[config.mk]
export PLATFORM = sky130hd
export DESIGN_NAME = adc_sample_convert_control
export DESIGN_NICKNAME = d
export VERILOG_FILES = /design/src/logic/adc_ctrl_pkg.sv /design/src/logic/adc_sample_convert_control.sv
export SDC_FILE = /design/constraint.sdc
export NUM_CORES = 1
export LEC_CHECK = 0
export BUFFER_PORTS_ARGS = -buffer_cell sky130_fd_sc_hd__buf_2
export CAP_MARGIN = 20
export CORE_ASPECT_RATIO = 0.6
export CORE_MARGIN = 3
export CORE_UTILIZATION = 30
export DETAILED_ROUTE_END_ITERATION = 16
export SYNTH_ARGS = -nofsm -noshare
export SYNTH_HDL_FRONTEND = slang
export SYNTH_SLANG_ARGS = --single-unit
[constraint.sdc]
create_clock -name MCLK -period 7.8 [get_ports MCLK]
set_input_delay 1.56 -clock MCLK [delete_from_list [all_inputs] [get_ports MCLK]]
set_output_delay 1.56 -clock MCLK [all_outputs]
set_load 0.02 [all_outputs]
[src/logic/adc_ctrl_pkg.sv]
// constants and types shared by the converter control block
package adc_ctrl_pkg;

	// ========================================
	// register offsets (byte addresses)
	localparam logic [7:0] CTRL_OFS   = 8'h00;
	localparam logic [7:0] RESULT_OFS = 8'h04;
	localparam logic [7:0] SMPT_OFS   = 8'h08;

	// ========================================
	// control register field positions
	localparam int ON_BIT      = 15;
	localparam int IDLE_STOP_BIT    = 13;
	localparam int OUTPUT_FORMAT_LSB    = 8;
	localparam int TRIGGER_SOURCE_LSB    = 5;
	localparam int AUTO_SAMPLE_CLEAR_BIT = 4;
	localparam int AUTO_SAMPLE_BIT    = 2;
	localparam int SAMPLE_BIT_BIT    = 1;
	localparam int DONE_BIT    = 0;

	// ========================================
	// output format codes
	localparam logic [2:0] FMT_INT16   = 3'h0;
	localparam logic [2:0] FMT_FRAC16  = 3'h2;
	localparam logic [2:0] FMT_SFRAC16 = 3'h3;
	localparam logic [2:0] FMT_INT32   = 3'h4;
	localparam logic [2:0] FMT_SINT32  = 3'h5;
	localparam logic [2:0] FMT_FRAC32  = 3'h6;
	localparam logic [2:0] FMT_SFRAC32 = 3'h7;

	// ========================================
	// trigger source codes
	localparam logic [2:0] SRC_MANUAL = 3'h0;
	localparam logic [2:0] SRC_EXTIRQ = 3'h1;
	localparam logic [2:0] SRC_TIMER3 = 3'h2;
	localparam logic [2:0] SRC_CTU    = 3'h3;
	localparam logic [2:0] SRC_AUTO   = 3'h7;

	// ========================================
	// reset values and bus answers
	localparam logic [7:0] SMPT_RST   = 8'h04;
	localparam logic [1:0] RESP_OKAY  = 2'h0;
	localparam logic [1:0] RESP_SLVERR = 2'h2;

	// writable control fields
	typedef struct packed {
		logic       on;
		logic       idle_stop;
		logic [2:0] output_format;
		logic [2:0] trigger_source;
		logic       auto_sample_clear;
		logic       auto_sample;
	} ctrl_t;

	localparam ctrl_t CTRL_RST = '0;

	// sample / convert sequencer
	typedef enum logic [2:0] {
		ST_IDLE   = 3'b001,
		ST_SAMPLE = 3'b010,
		ST_CONV   = 3'b100
	} cstate_t;

endpackage : adc_ctrl_pkg

[src/logic/adc_sample_convert_control.sv]
// converter control register block with axi4-lite slave
//
// The implementer's own choices: the AXI4-Lite interface to the registers and the placing of the registers.
`timescale 1ns/1ps

module adc_sample_convert_control #(
	parameter int ADDR_W = 8
) (
	// clock and reset
	input  wire logic              MCLK,
	input  wire logic              SRST,
	// axi4-lite write address
	input  wire logic [ADDR_W-1:0] S_AXI_AWADDR,
	input  wire logic              S_AXI_AWVALID,
	output logic                   S_AXI_AWREADY,
	// axi4-lite write data
	input  wire logic [31:0]       S_AXI_WDATA,
	input  wire logic [3:0]        S_AXI_WSTRB,
	input  wire logic              S_AXI_WVALID,
	output logic                   S_AXI_WREADY,
	// axi4-lite write response
	output logic [1:0]             S_AXI_BRESP,
	output logic                   S_AXI_BVALID,
	input  wire logic              S_AXI_BREADY,
	// axi4-lite read address
	input  wire logic [ADDR_W-1:0] S_AXI_ARADDR,
	input  wire logic              S_AXI_ARVALID,
	output logic                   S_AXI_ARREADY,
	// axi4-lite read data
	output logic [31:0]            S_AXI_RDATA,
	output logic [1:0]             S_AXI_RRESP,
	output logic                   S_AXI_RVALID,
	input  wire logic              S_AXI_RREADY,
	// system state and trigger sources
	input  wire logic              IDLE_MODE,
	input  wire logic              EXT_IRQ_PIN_ZERO,
	input  wire logic              TIMER3_MATCH,
	input  wire logic              CHARGE_TIME_EVENT,
	// analog converter core
	input  wire logic              CONV_DONE,
	input  wire logic [9:0]        CONV_RESULT,
	output logic                   MODULE_ACTIVE,
	output logic                   SAMPLE_EN,
	output logic                   CONV_START
);

	// ========================================
	// declarations
	adc_ctrl_pkg::ctrl_t   ctrl_r;
	adc_ctrl_pkg::cstate_t state_r;
	adc_ctrl_pkg::cstate_t state_nxt;
	logic              done_r;
	logic [9:0]        result_r;
	logic [7:0]        smpt_r;
	logic [7:0]        cnt_r;
	logic [ADDR_W-1:0] awaddr_r;
	logic              aw_held_r;
	logic [31:0]       wdata_r;
	logic [3:0]        wstrb_r;
	logic              w_held_r;
	logic              bvalid_r;
	logic [1:0]        bresp_r;
	logic              rvalid_r;
	logic [1:0]        rresp_r;
	logic [31:0]       rdata_r;
	logic              ext_s1_r;
	logic              ext_s2_r;
	logic              ext_s3_r;
	logic              start_r;
	logic              run;
	logic              wr_go;
	logic              wr_ctrl;
	logic              wr_smpt;
	logic              wr_map;
	logic              sample_bit_wr;
	logic              sw_start;
	logic              sw_end;
	logic              ext_edge;
	logic              cnt_hit;
	logic              trig;
	logic              conv_end;
	logic [31:0]       ctrl_rd;
	logic [31:0]       ctrl_wr;

	// ========================================
	// helper functions

	// merges write data into a word under the byte strobes
	function automatic logic [31:0] strb_merge(
		input logic [31:0] old,
		input logic [31:0] nw,
		input logic [3:0]  strb
	);
		logic [31:0] res;
		res = old;
		for (int i = 0; i < 4; i++) begin
			if (strb[i]) begin
				res[i*8 +: 8] = nw[i*8 +: 8];
			end
		end
		return res;
	endfunction : strb_merge

	// presents the raw sample in the selected output format
	function automatic logic [31:0] fmt_result(
		input logic [2:0] f,
		input logic [9:0] d
	);
		logic [9:0]  s;
		logic [31:0] res;
		s = {~d[9], d[8:0]}; // offset binary to two's complement
		case (f)
			adc_ctrl_pkg::FMT_INT16,
			adc_ctrl_pkg::FMT_INT32: res = {22'h000000, d};
			adc_ctrl_pkg::FMT_SINT32: res = {{22{s[9]}}, s};
			adc_ctrl_pkg::FMT_FRAC16: res = {16'h0000, d, 6'h00};
			adc_ctrl_pkg::FMT_FRAC32: res = {d, 22'h000000};
			adc_ctrl_pkg::FMT_SFRAC16: res = {16'h0000, s, 6'h00};
			adc_ctrl_pkg::FMT_SFRAC32: res = {s, 22'h000000};
			default: res = 32'h00000000; // undefined code reads zero
		endcase
		return res;
	endfunction : fmt_result

	// ========================================
	// axi4-lite write channels

	// address and data are held apart and taken in either order
	assign S_AXI_AWREADY = !aw_held_r && !bvalid_r;
	assign S_AXI_WREADY  = !w_held_r && !bvalid_r;
	assign S_AXI_BVALID  = bvalid_r;
	assign S_AXI_BRESP   = bresp_r;
	assign wr_go         = aw_held_r && w_held_r && !bvalid_r;

	// write address holding register
	always_ff @(posedge MCLK) begin
		if (SRST) begin
			aw_held_r <= 1'b0;
			awaddr_r  <= '0;
		end else if (S_AXI_AWVALID && S_AXI_AWREADY) begin
			aw_held_r <= 1'b1;
			awaddr_r  <= S_AXI_AWADDR;
		end else if (wr_go) begin
			aw_held_r <= 1'b0;
		end
	end

	// write data holding register
	always_ff @(posedge MCLK) begin
		if (SRST) begin
			w_held_r <= 1'b0;
			wdata_r  <= 32'h00000000;
			wstrb_r  <= 4'h0;
		end else if (S_AXI_WVALID && S_AXI_WREADY) begin
			w_held_r <= 1'b1;
			wdata_r  <= S_AXI_WDATA;
			wstrb_r  <= S_AXI_WSTRB;
		end else if (wr_go) begin
			w_held_r <= 1'b0;
		end
	end

	// write address decode
	always_comb begin
		wr_ctrl = 1'b0;
		wr_smpt = 1'b0;
		wr_map  = 1'b1;
		if (awaddr_r[7:0] == adc_ctrl_pkg::CTRL_OFS) begin
			wr_ctrl = wr_go;
		end else if (awaddr_r[7:0] == adc_ctrl_pkg::SMPT_OFS) begin
			wr_smpt = wr_go;
		end else if (awaddr_r[7:0] == adc_ctrl_pkg::RESULT_OFS) begin
			wr_map = 1'b1; // read-only, write ignored
		end else begin
			wr_map = 1'b0;
		end
	end

	// write response, error for an unmapped address
	always_ff @(posedge MCLK) begin
		if (SRST) begin
			bvalid_r <= 1'b0;
			bresp_r  <= adc_ctrl_pkg::RESP_OKAY;
		end else if (wr_go) begin
			bvalid_r <= 1'b1;
			bresp_r  <= wr_map ? adc_ctrl_pkg::RESP_OKAY : adc_ctrl_pkg::RESP_SLVERR;
		end else if (S_AXI_BREADY) begin
			bvalid_r <= 1'b0;
		end
	end

	// ========================================
	// axi4-lite read channels
	assign S_AXI_ARREADY = !rvalid_r;
	assign S_AXI_RVALID  = rvalid_r;
	assign S_AXI_RDATA   = rdata_r;
	assign S_AXI_RRESP   = rresp_r;

	// control word as software sees it, gaps read zero
	always_comb begin
		ctrl_rd = 32'h00000000;
		ctrl_rd[adc_ctrl_pkg::ON_BIT]                  = ctrl_r.on;
		ctrl_rd[adc_ctrl_pkg::IDLE_STOP_BIT]                = ctrl_r.idle_stop;
		ctrl_rd[adc_ctrl_pkg::OUTPUT_FORMAT_LSB +: 3]           = ctrl_r.output_format;
		ctrl_rd[adc_ctrl_pkg::TRIGGER_SOURCE_LSB +: 3]           = ctrl_r.trigger_source;
		ctrl_rd[adc_ctrl_pkg::AUTO_SAMPLE_CLEAR_BIT]             = ctrl_r.auto_sample_clear;
		ctrl_rd[adc_ctrl_pkg::AUTO_SAMPLE_BIT]                = ctrl_r.auto_sample;
		ctrl_rd[adc_ctrl_pkg::SAMPLE_BIT_BIT]                = (state_r == adc_ctrl_pkg::ST_SAMPLE);
		ctrl_rd[adc_ctrl_pkg::DONE_BIT]                = done_r;
	end

	// control word after a write, kept bytes come from the current value
	assign ctrl_wr = strb_merge(ctrl_rd, wdata_r, wstrb_r);

	// read data and response, answered one cycle after the address
	always_ff @(posedge MCLK) begin
		if (SRST) begin
			rvalid_r <= 1'b0;
			rdata_r  <= 32'h00000000;
			rresp_r  <= adc_ctrl_pkg::RESP_OKAY;
		end else if (S_AXI_ARVALID && S_AXI_ARREADY) begin
			rvalid_r <= 1'b1;
			rresp_r  <= adc_ctrl_pkg::RESP_OKAY;
			if (S_AXI_ARADDR[7:0] == adc_ctrl_pkg::CTRL_OFS) begin
				rdata_r <= ctrl_rd;
			end else if (S_AXI_ARADDR[7:0] == adc_ctrl_pkg::RESULT_OFS) begin
				rdata_r <= fmt_result(ctrl_r.output_format, result_r);
			end else if (S_AXI_ARADDR[7:0] == adc_ctrl_pkg::SMPT_OFS) begin
				rdata_r <= {24'h000000, smpt_r};
			end else begin
				rdata_r <= 32'h00000000;
				rresp_r <= adc_ctrl_pkg::RESP_SLVERR;
			end
		end else if (S_AXI_RREADY) begin
			rvalid_r <= 1'b0;
		end
	end

	// ========================================
	// trigger inputs

	// external pin passes two flops, the third feeds the edge detect
	always_ff @(posedge MCLK) begin
		if (SRST) begin
			ext_s1_r <= 1'b0;
			ext_s2_r <= 1'b0;
			ext_s3_r <= 1'b0;
		end else begin
			ext_s1_r <= EXT_IRQ_PIN_ZERO;
			ext_s2_r <= ext_s1_r;
			ext_s3_r <= ext_s2_r;
		end
	end

	assign ext_edge = ext_s2_r && !ext_s3_r; // rising edge is the active one

	// module runs when enabled and not stopped by idle
	assign run = ctrl_r.on && !(ctrl_r.idle_stop && IDLE_MODE);

	// sampling-time counter for the internal trigger
	always_ff @(posedge MCLK) begin
		if (SRST || !ctrl_r.on || state_r != adc_ctrl_pkg::ST_SAMPLE) begin
			cnt_r <= 8'h00;
		end else if (run && !cnt_hit) begin
			cnt_r <= cnt_r + 8'h01;
		end
	end

	assign cnt_hit = (cnt_r + 8'h01 >= smpt_r);

	// software sample bit requests
	assign sample_bit_wr  = wr_ctrl && wstrb_r[0];
	assign sw_start = sample_bit_wr && wdata_r[adc_ctrl_pkg::SAMPLE_BIT_BIT] && !ctrl_r.auto_sample;
	assign sw_end   = sample_bit_wr && !wdata_r[adc_ctrl_pkg::SAMPLE_BIT_BIT]
		&& ctrl_r.trigger_source == adc_ctrl_pkg::SRC_MANUAL;

	// selected source ends sampling
	always_comb begin
		case (ctrl_r.trigger_source)
			adc_ctrl_pkg::SRC_MANUAL: trig = sw_end;
			adc_ctrl_pkg::SRC_EXTIRQ: trig = ext_edge;
			adc_ctrl_pkg::SRC_TIMER3: trig = TIMER3_MATCH;
			adc_ctrl_pkg::SRC_CTU:    trig = CHARGE_TIME_EVENT;
			adc_ctrl_pkg::SRC_AUTO:   trig = cnt_hit;
			default:                  trig = 1'b0; // reserved codes never trigger
		endcase
	end

	// ========================================
	// sample / convert sequencer

	// next state of the sequencer
	always_comb begin
		state_nxt = state_r;
		case (state_r)
			adc_ctrl_pkg::ST_IDLE: begin
				if (ctrl_r.auto_sample || sw_start) begin
					state_nxt = adc_ctrl_pkg::ST_SAMPLE;
				end
			end
			adc_ctrl_pkg::ST_SAMPLE: begin
				if (trig) begin
					state_nxt = adc_ctrl_pkg::ST_CONV;
				end
			end
			adc_ctrl_pkg::ST_CONV: begin
				if (CONV_DONE) begin
					state_nxt = adc_ctrl_pkg::ST_IDLE;
				end
			end
			default: state_nxt = adc_ctrl_pkg::ST_IDLE;
		endcase
	end

	assign conv_end = run && state_r == adc_ctrl_pkg::ST_CONV && CONV_DONE;

	// state register, frozen while halted, cleared while disabled
	always_ff @(posedge MCLK) begin
		if (SRST || !ctrl_r.on) begin
			state_r <= adc_ctrl_pkg::ST_IDLE;
		end else if (run) begin
			state_r <= state_nxt;
		end
	end

	// one-cycle start pulse to the core
	always_ff @(posedge MCLK) begin
		if (SRST) begin
			start_r <= 1'b0;
		end else begin
			start_r <= run && state_r == adc_ctrl_pkg::ST_SAMPLE && trig;
		end
	end

	// latches the raw sample at the end of conversion
	always_ff @(posedge MCLK) begin
		if (SRST) begin
			result_r <= 10'h000;
		end else if (conv_end) begin
			result_r <= CONV_RESULT;
		end
	end

	// conversion-complete flag, hardware set wins over software clear
	always_ff @(posedge MCLK) begin
		if (SRST) begin
			done_r <= 1'b0;
		end else if (conv_end) begin
			done_r <= 1'b1;
		end else if (run && state_r == adc_ctrl_pkg::ST_SAMPLE && trig) begin
			done_r <= 1'b0;
		end else if (sample_bit_wr && !wdata_r[adc_ctrl_pkg::DONE_BIT]) begin
			done_r <= 1'b0;
		end
	end

	// ========================================
	// writable control fields
	always_ff @(posedge MCLK) begin
		if (SRST) begin
			ctrl_r <= adc_ctrl_pkg::CTRL_RST;
		end else begin
			if (wr_ctrl) begin
				ctrl_r <= adc_ctrl_pkg::ctrl_t'({
					ctrl_wr[adc_ctrl_pkg::ON_BIT],
					ctrl_wr[adc_ctrl_pkg::IDLE_STOP_BIT],
					ctrl_wr[adc_ctrl_pkg::OUTPUT_FORMAT_LSB +: 3],
					ctrl_wr[adc_ctrl_pkg::TRIGGER_SOURCE_LSB +: 3],
					ctrl_wr[adc_ctrl_pkg::AUTO_SAMPLE_CLEAR_BIT],
					ctrl_wr[adc_ctrl_pkg::AUTO_SAMPLE_BIT]
				});
			end
			// auto-sample stops after one conversion when asked
			if (conv_end && ctrl_r.auto_sample_clear) begin
				ctrl_r.auto_sample <= 1'b0;
			end
		end
	end

	// sampling time for the internal counter
	always_ff @(posedge MCLK) begin
		if (SRST) begin
			smpt_r <= adc_ctrl_pkg::SMPT_RST;
		end else if (wr_smpt && wstrb_r[0]) begin
			smpt_r <= wdata_r[7:0];
		end
	end

	// ========================================
	// core outputs
	assign MODULE_ACTIVE = run;
	assign SAMPLE_EN     = run && state_r == adc_ctrl_pkg::ST_SAMPLE;
	assign CONV_START    = start_r;

endmodule : adc_sample_convert_control

==> qor.json <==
{
  "drt": {
    "via_count": 4235,
    "drc_errors": 0,
    "detail_route.wirelength_um": 12700,
    "first_iter_violations": 371,
    "drt_first_pass_iters": 5,
    "vias_per_cell": 4.96,
    "detail_route.wl_per_cell_um": 14.9,
    "drtAntennaViolNets": 0
  },
  "grt": {
    "wire_length_of_the_first_global_routing_pass_um": 20400,
    "grt_antenna_before_repair": 0,
    "grt_remaining_overflow": 0,
    "grt_pass1_vias": 3705,
    "grt_max_degree": 90,
    "global_route.usage.total_pct": 15.0
  },
  "final_layout": {
    "diodes": 0,
    "leading_cell_type_in_the_layout_fill_and_taps_excluded": "nand2_1",
    "stdcell_area_um2": 5470,
    "layout-area-overhead-vs-synth_pct": 18.6,
    "most-common-layout-cells": "111 x nand2_1, 100 x dfxtp_1, 94 x buf_2",
    "count_of_nets_after_finishing": 735,
    "layout-drive-gt1-share_pct": 17.6
  },
  "yosys": {
    "synth-xor-area-share_pct": 1.33,
    "synth-adder-area-share_pct": 2.44,
    "ys_ff_latch": 100,
    "postSynthAreaPerCell_um2": 7.93,
    "async_reset_ff_share_pct": 0,
    "yosys-mux-area-fraction_pct": 3.50,
    "syn_inst": 582,
    "post-synth-top-area-cell": "dfxtp_1",
    "synth_sequential_area_ratio_pct": 43.4,
    "synth_area_um2": 4610,
    "post_synth_and_or_nand_nor_area_fraction_pct": 25.4,
    "synth_top_family_by_area": "simple AND/OR/NAND/NOR gates",
    "yosysWarnings": 0,
    "synth-main-ff-cell": "dfxtp_1",
    "synth.area.top_cells": "dfxtp_1 43%, nand2_1 9.0%, a21oi_1 7.8%, nor2_1 3.7%, mux2i_1 3.3%",
    "synth_edf_count": 0,
    "synth_cell_types": 50,
    "synth-compound-area-share_pct": 18.7,
    "synth_top_area_share_pct": 43.4
  },
  "place": {
    "place.port_buffers": 94,
    "globalplace.congestion": 0.845,
    "hpwlAfterDp_um": 9440,
    "dp_area_um2": 5180,
    "placement.setup.worst_slack_ns": 3.85
  },
  "timing": {
    "slew_headroom_pct": 31.9,
    "timing.final.crit_share_pct": 50.7,
    "grt_setup_unrepaired": "false",
    "finalHoldWorstSlack_ns": 0.449,
    "timing.final.crit_period_ns": 3.96,
    "final_hold_vios": 0,
    "finClkSkew_ns": 0.00365,
    "timing.final.setup_violations": 0,
    "slew_violations": 0,
    "final_setup_slack_of_the_worst_path_ns": 3.84,
    "achievable-frequency_mhz": 253,
    "max_slew.worst_pin.slew_ns": 1.02,
    "fin_tns_setup_ns": 0
  },
  "clock_network": {
    "cts.repair.resized": 0,
    "clock_insertion_delay_worst_skew_ns": 0.34,
    "cts.clk_slew.worst_paths_ns": 0.06,
    "cts.htree.levels": 3,
    "number_of_clock_buffers_inserted_by_tritoncts": 9,
    "cts_tree": "built",
    "clock_tree.buffer_depth": 2,
    "numClockSinks": 100,
    "post_cts_setup_driven_buffer_insertion_count": 0,
    "postCtsHoldBufs": 0,
    "clock-root-buffer": "clkbuf_16"
  },
  "pwr": {
    "irDropWorstVdd_uv": 85.3,
    "pwr-share-clk_pct": 42.0,
    "internal-power_mw": 0.814,
    "sequentialPowerShare_pct": 50.5,
    "power-per-cell-area_nw_per_um2": 193,
    "power.switching_mw": 0.242,
    "p_sw_share_pct": 22.9,
    "leakagePower_nw": 2.38,
    "pwr-share-comb_pct": 7.5
  },
  "setup_path": {
    "crit_path_max_incr_delay_ns": 0.28,
    "worst_ep_required_time_ns": 6.24,
    "cp.buffers_inverters": 3,
    "critical-path-top-cell-by-count": "buf_2",
    "cell_family_with_most_cp_delay": "buffers and inverters",
    "critical_path.startpoint_type": "input port",
    "critPathKind": "in -> out",
    "crit_path_end_kind": "output port",
    "timing.critical_path.cells": "buf_2, a21bo_1, inv_1, buf_2",
    "critical_path.max_fanout": 9,
    "cpMaxStageDelayCell": "a21bo_1",
    "cp_data_arrival_time_ns": 2.40
  },
  "floorplanning": {
    "core_area_um2": 14800,
    "die_h_um": 102,
    "top_level_ports": 118,
    "die-area_um2": 17000,
    "core.rowCount": 34,
    "chipWidth_um": 166,
    "floorplan.initialDensity_pct": 31.3
  },
  "min_path": {
    "min_path_type": "reg -> reg"
  },
  "run_status": {
    "outcome": "finished clean"
  },
  "job": {
    "cap_viol_max_count": 0
  }
}
worst register-to-register path, cell delays in order (launching register included):
cell	delay [ns]
dfxtp_1	0.39
ha_1	0.21
and3_1	0.23
and3_1	0.21
xor2_1	0.17
ha_1	0.26
a21o_1	0.16
a21oi_1	0.44
nand2_1	0.30
or4_1	0.45
a21oi_1	0.15
cell usage after synthesis, drive strengths merged (2+ instances only):
cell type,count
a211o,2
a211oi,6
a21o,6
a21oi,72
a221oi,5
a22o,2
a22oi,5
a31oi,5
a32o,2
and2,4
and3,12
buf,9
clkbuf,31
dfxtp,100
ha,9
inv,14
mux2i,15
nand2,111
nand2b,7
nand3,15
nand3b,3
nand4,2
nor2,45
nor2b,11
nor3,16
nor3b,3
nor4,3
o211a,2
o21ai,26
o22ai,3
o31ai,2
or3,4
or4,11
xnor2,3
xor2,4
per-stage QoR:
step,instances,power [mW],utilization (%)
3_5_place_dp,839,0.623,35.1
5_1_grt,853,1.10,37.1
4_1_cts,853,1.07,37.1
6_report,853,1.06,37.1
3_3_place_gp,839,0.624,35.1
2_1_floorplan,583,0.593,-
registers in the layout (all words and copies together) (netlist names), 2 cells and up:
name and flops:
wstrb_r 2, wdata_r 13, S_AXI_RDATA 27, state_r 3, ctrl_r 10, cnt_r 8
smpt_r 8, result_r 10, awaddr_r 8
kinds of logic after synthesis:
| group | count (synthesis) |
|---|---|
| buffers and inverters | 54 |
| other | 1 |
| XOR/XNOR | 7 |
| AO/OA/AOI/OAI | 145 |
| adder cells (fa/ha/maj) | 9 |
| flip-flops | 100 |
| multiplexers | 16 |
| AND/OR/NAND/NOR | 250 |
per-layer routing:
layer,vias to the layer above,wire (um),global-route usage [%]
li1,2164,-,-
met1,1917,7380,25.3
met2,146,4450,18.3
met3,8,831,3.83
met4,0,87,2.68
met5,-,0,0
worst paths after layout:
path / slack (ns) / cells past startpoint / endpoint / startpoint
max reg2reg: 4.75 / 10 / cnt_r[7]$_SDFFE_PP0P_ / cnt_r[0]$_SDFFE_PP0P_
min reg2reg: 0.45 / 2 / S_AXI_RDATA[29]$_SDFFE_PP0P_ / S_AXI_RDATA[29]$_SDFFE_PP0P_
min: 0.45 / 2 / S_AXI_RDATA[29]$_SDFFE_PP0P_ / S_AXI_RDATA[29]$_SDFFE_PP0P_
max: 3.84 / 4 / MODULE_ACTIVE / IDLE_MODE
cell type report:
| type | instances | area (um^2) |
|---|---|---|
| fill | 1539 | 9290 |
| multi-input combinational | 429 | 2380 |
| tap | 198 | 248 |
| clock buffer | 12 | 256 |
| inverter | 14 | 52.6 |
| clock inverter | 2 | 35.0 |
| timing repair buffer | 98 | 500 |
| sequential | 100 | 2000 |
power groups by stage:
stage | combinational, mW | sequential [mW] | clock, mW
after floorplan | 0.0469 | 0.546 | 0
after global placement | 0.0790 | 0.545 | 0
after detailed placement | 0.0788 | 0.545 | 0
after CTS | 0.0792 | 0.533 | 0.455
after global routing | 0.0887 | 0.535 | 0.473
final | 0.0791 | 0.534 | 0.444
Power figures use the tool's default switching activity.
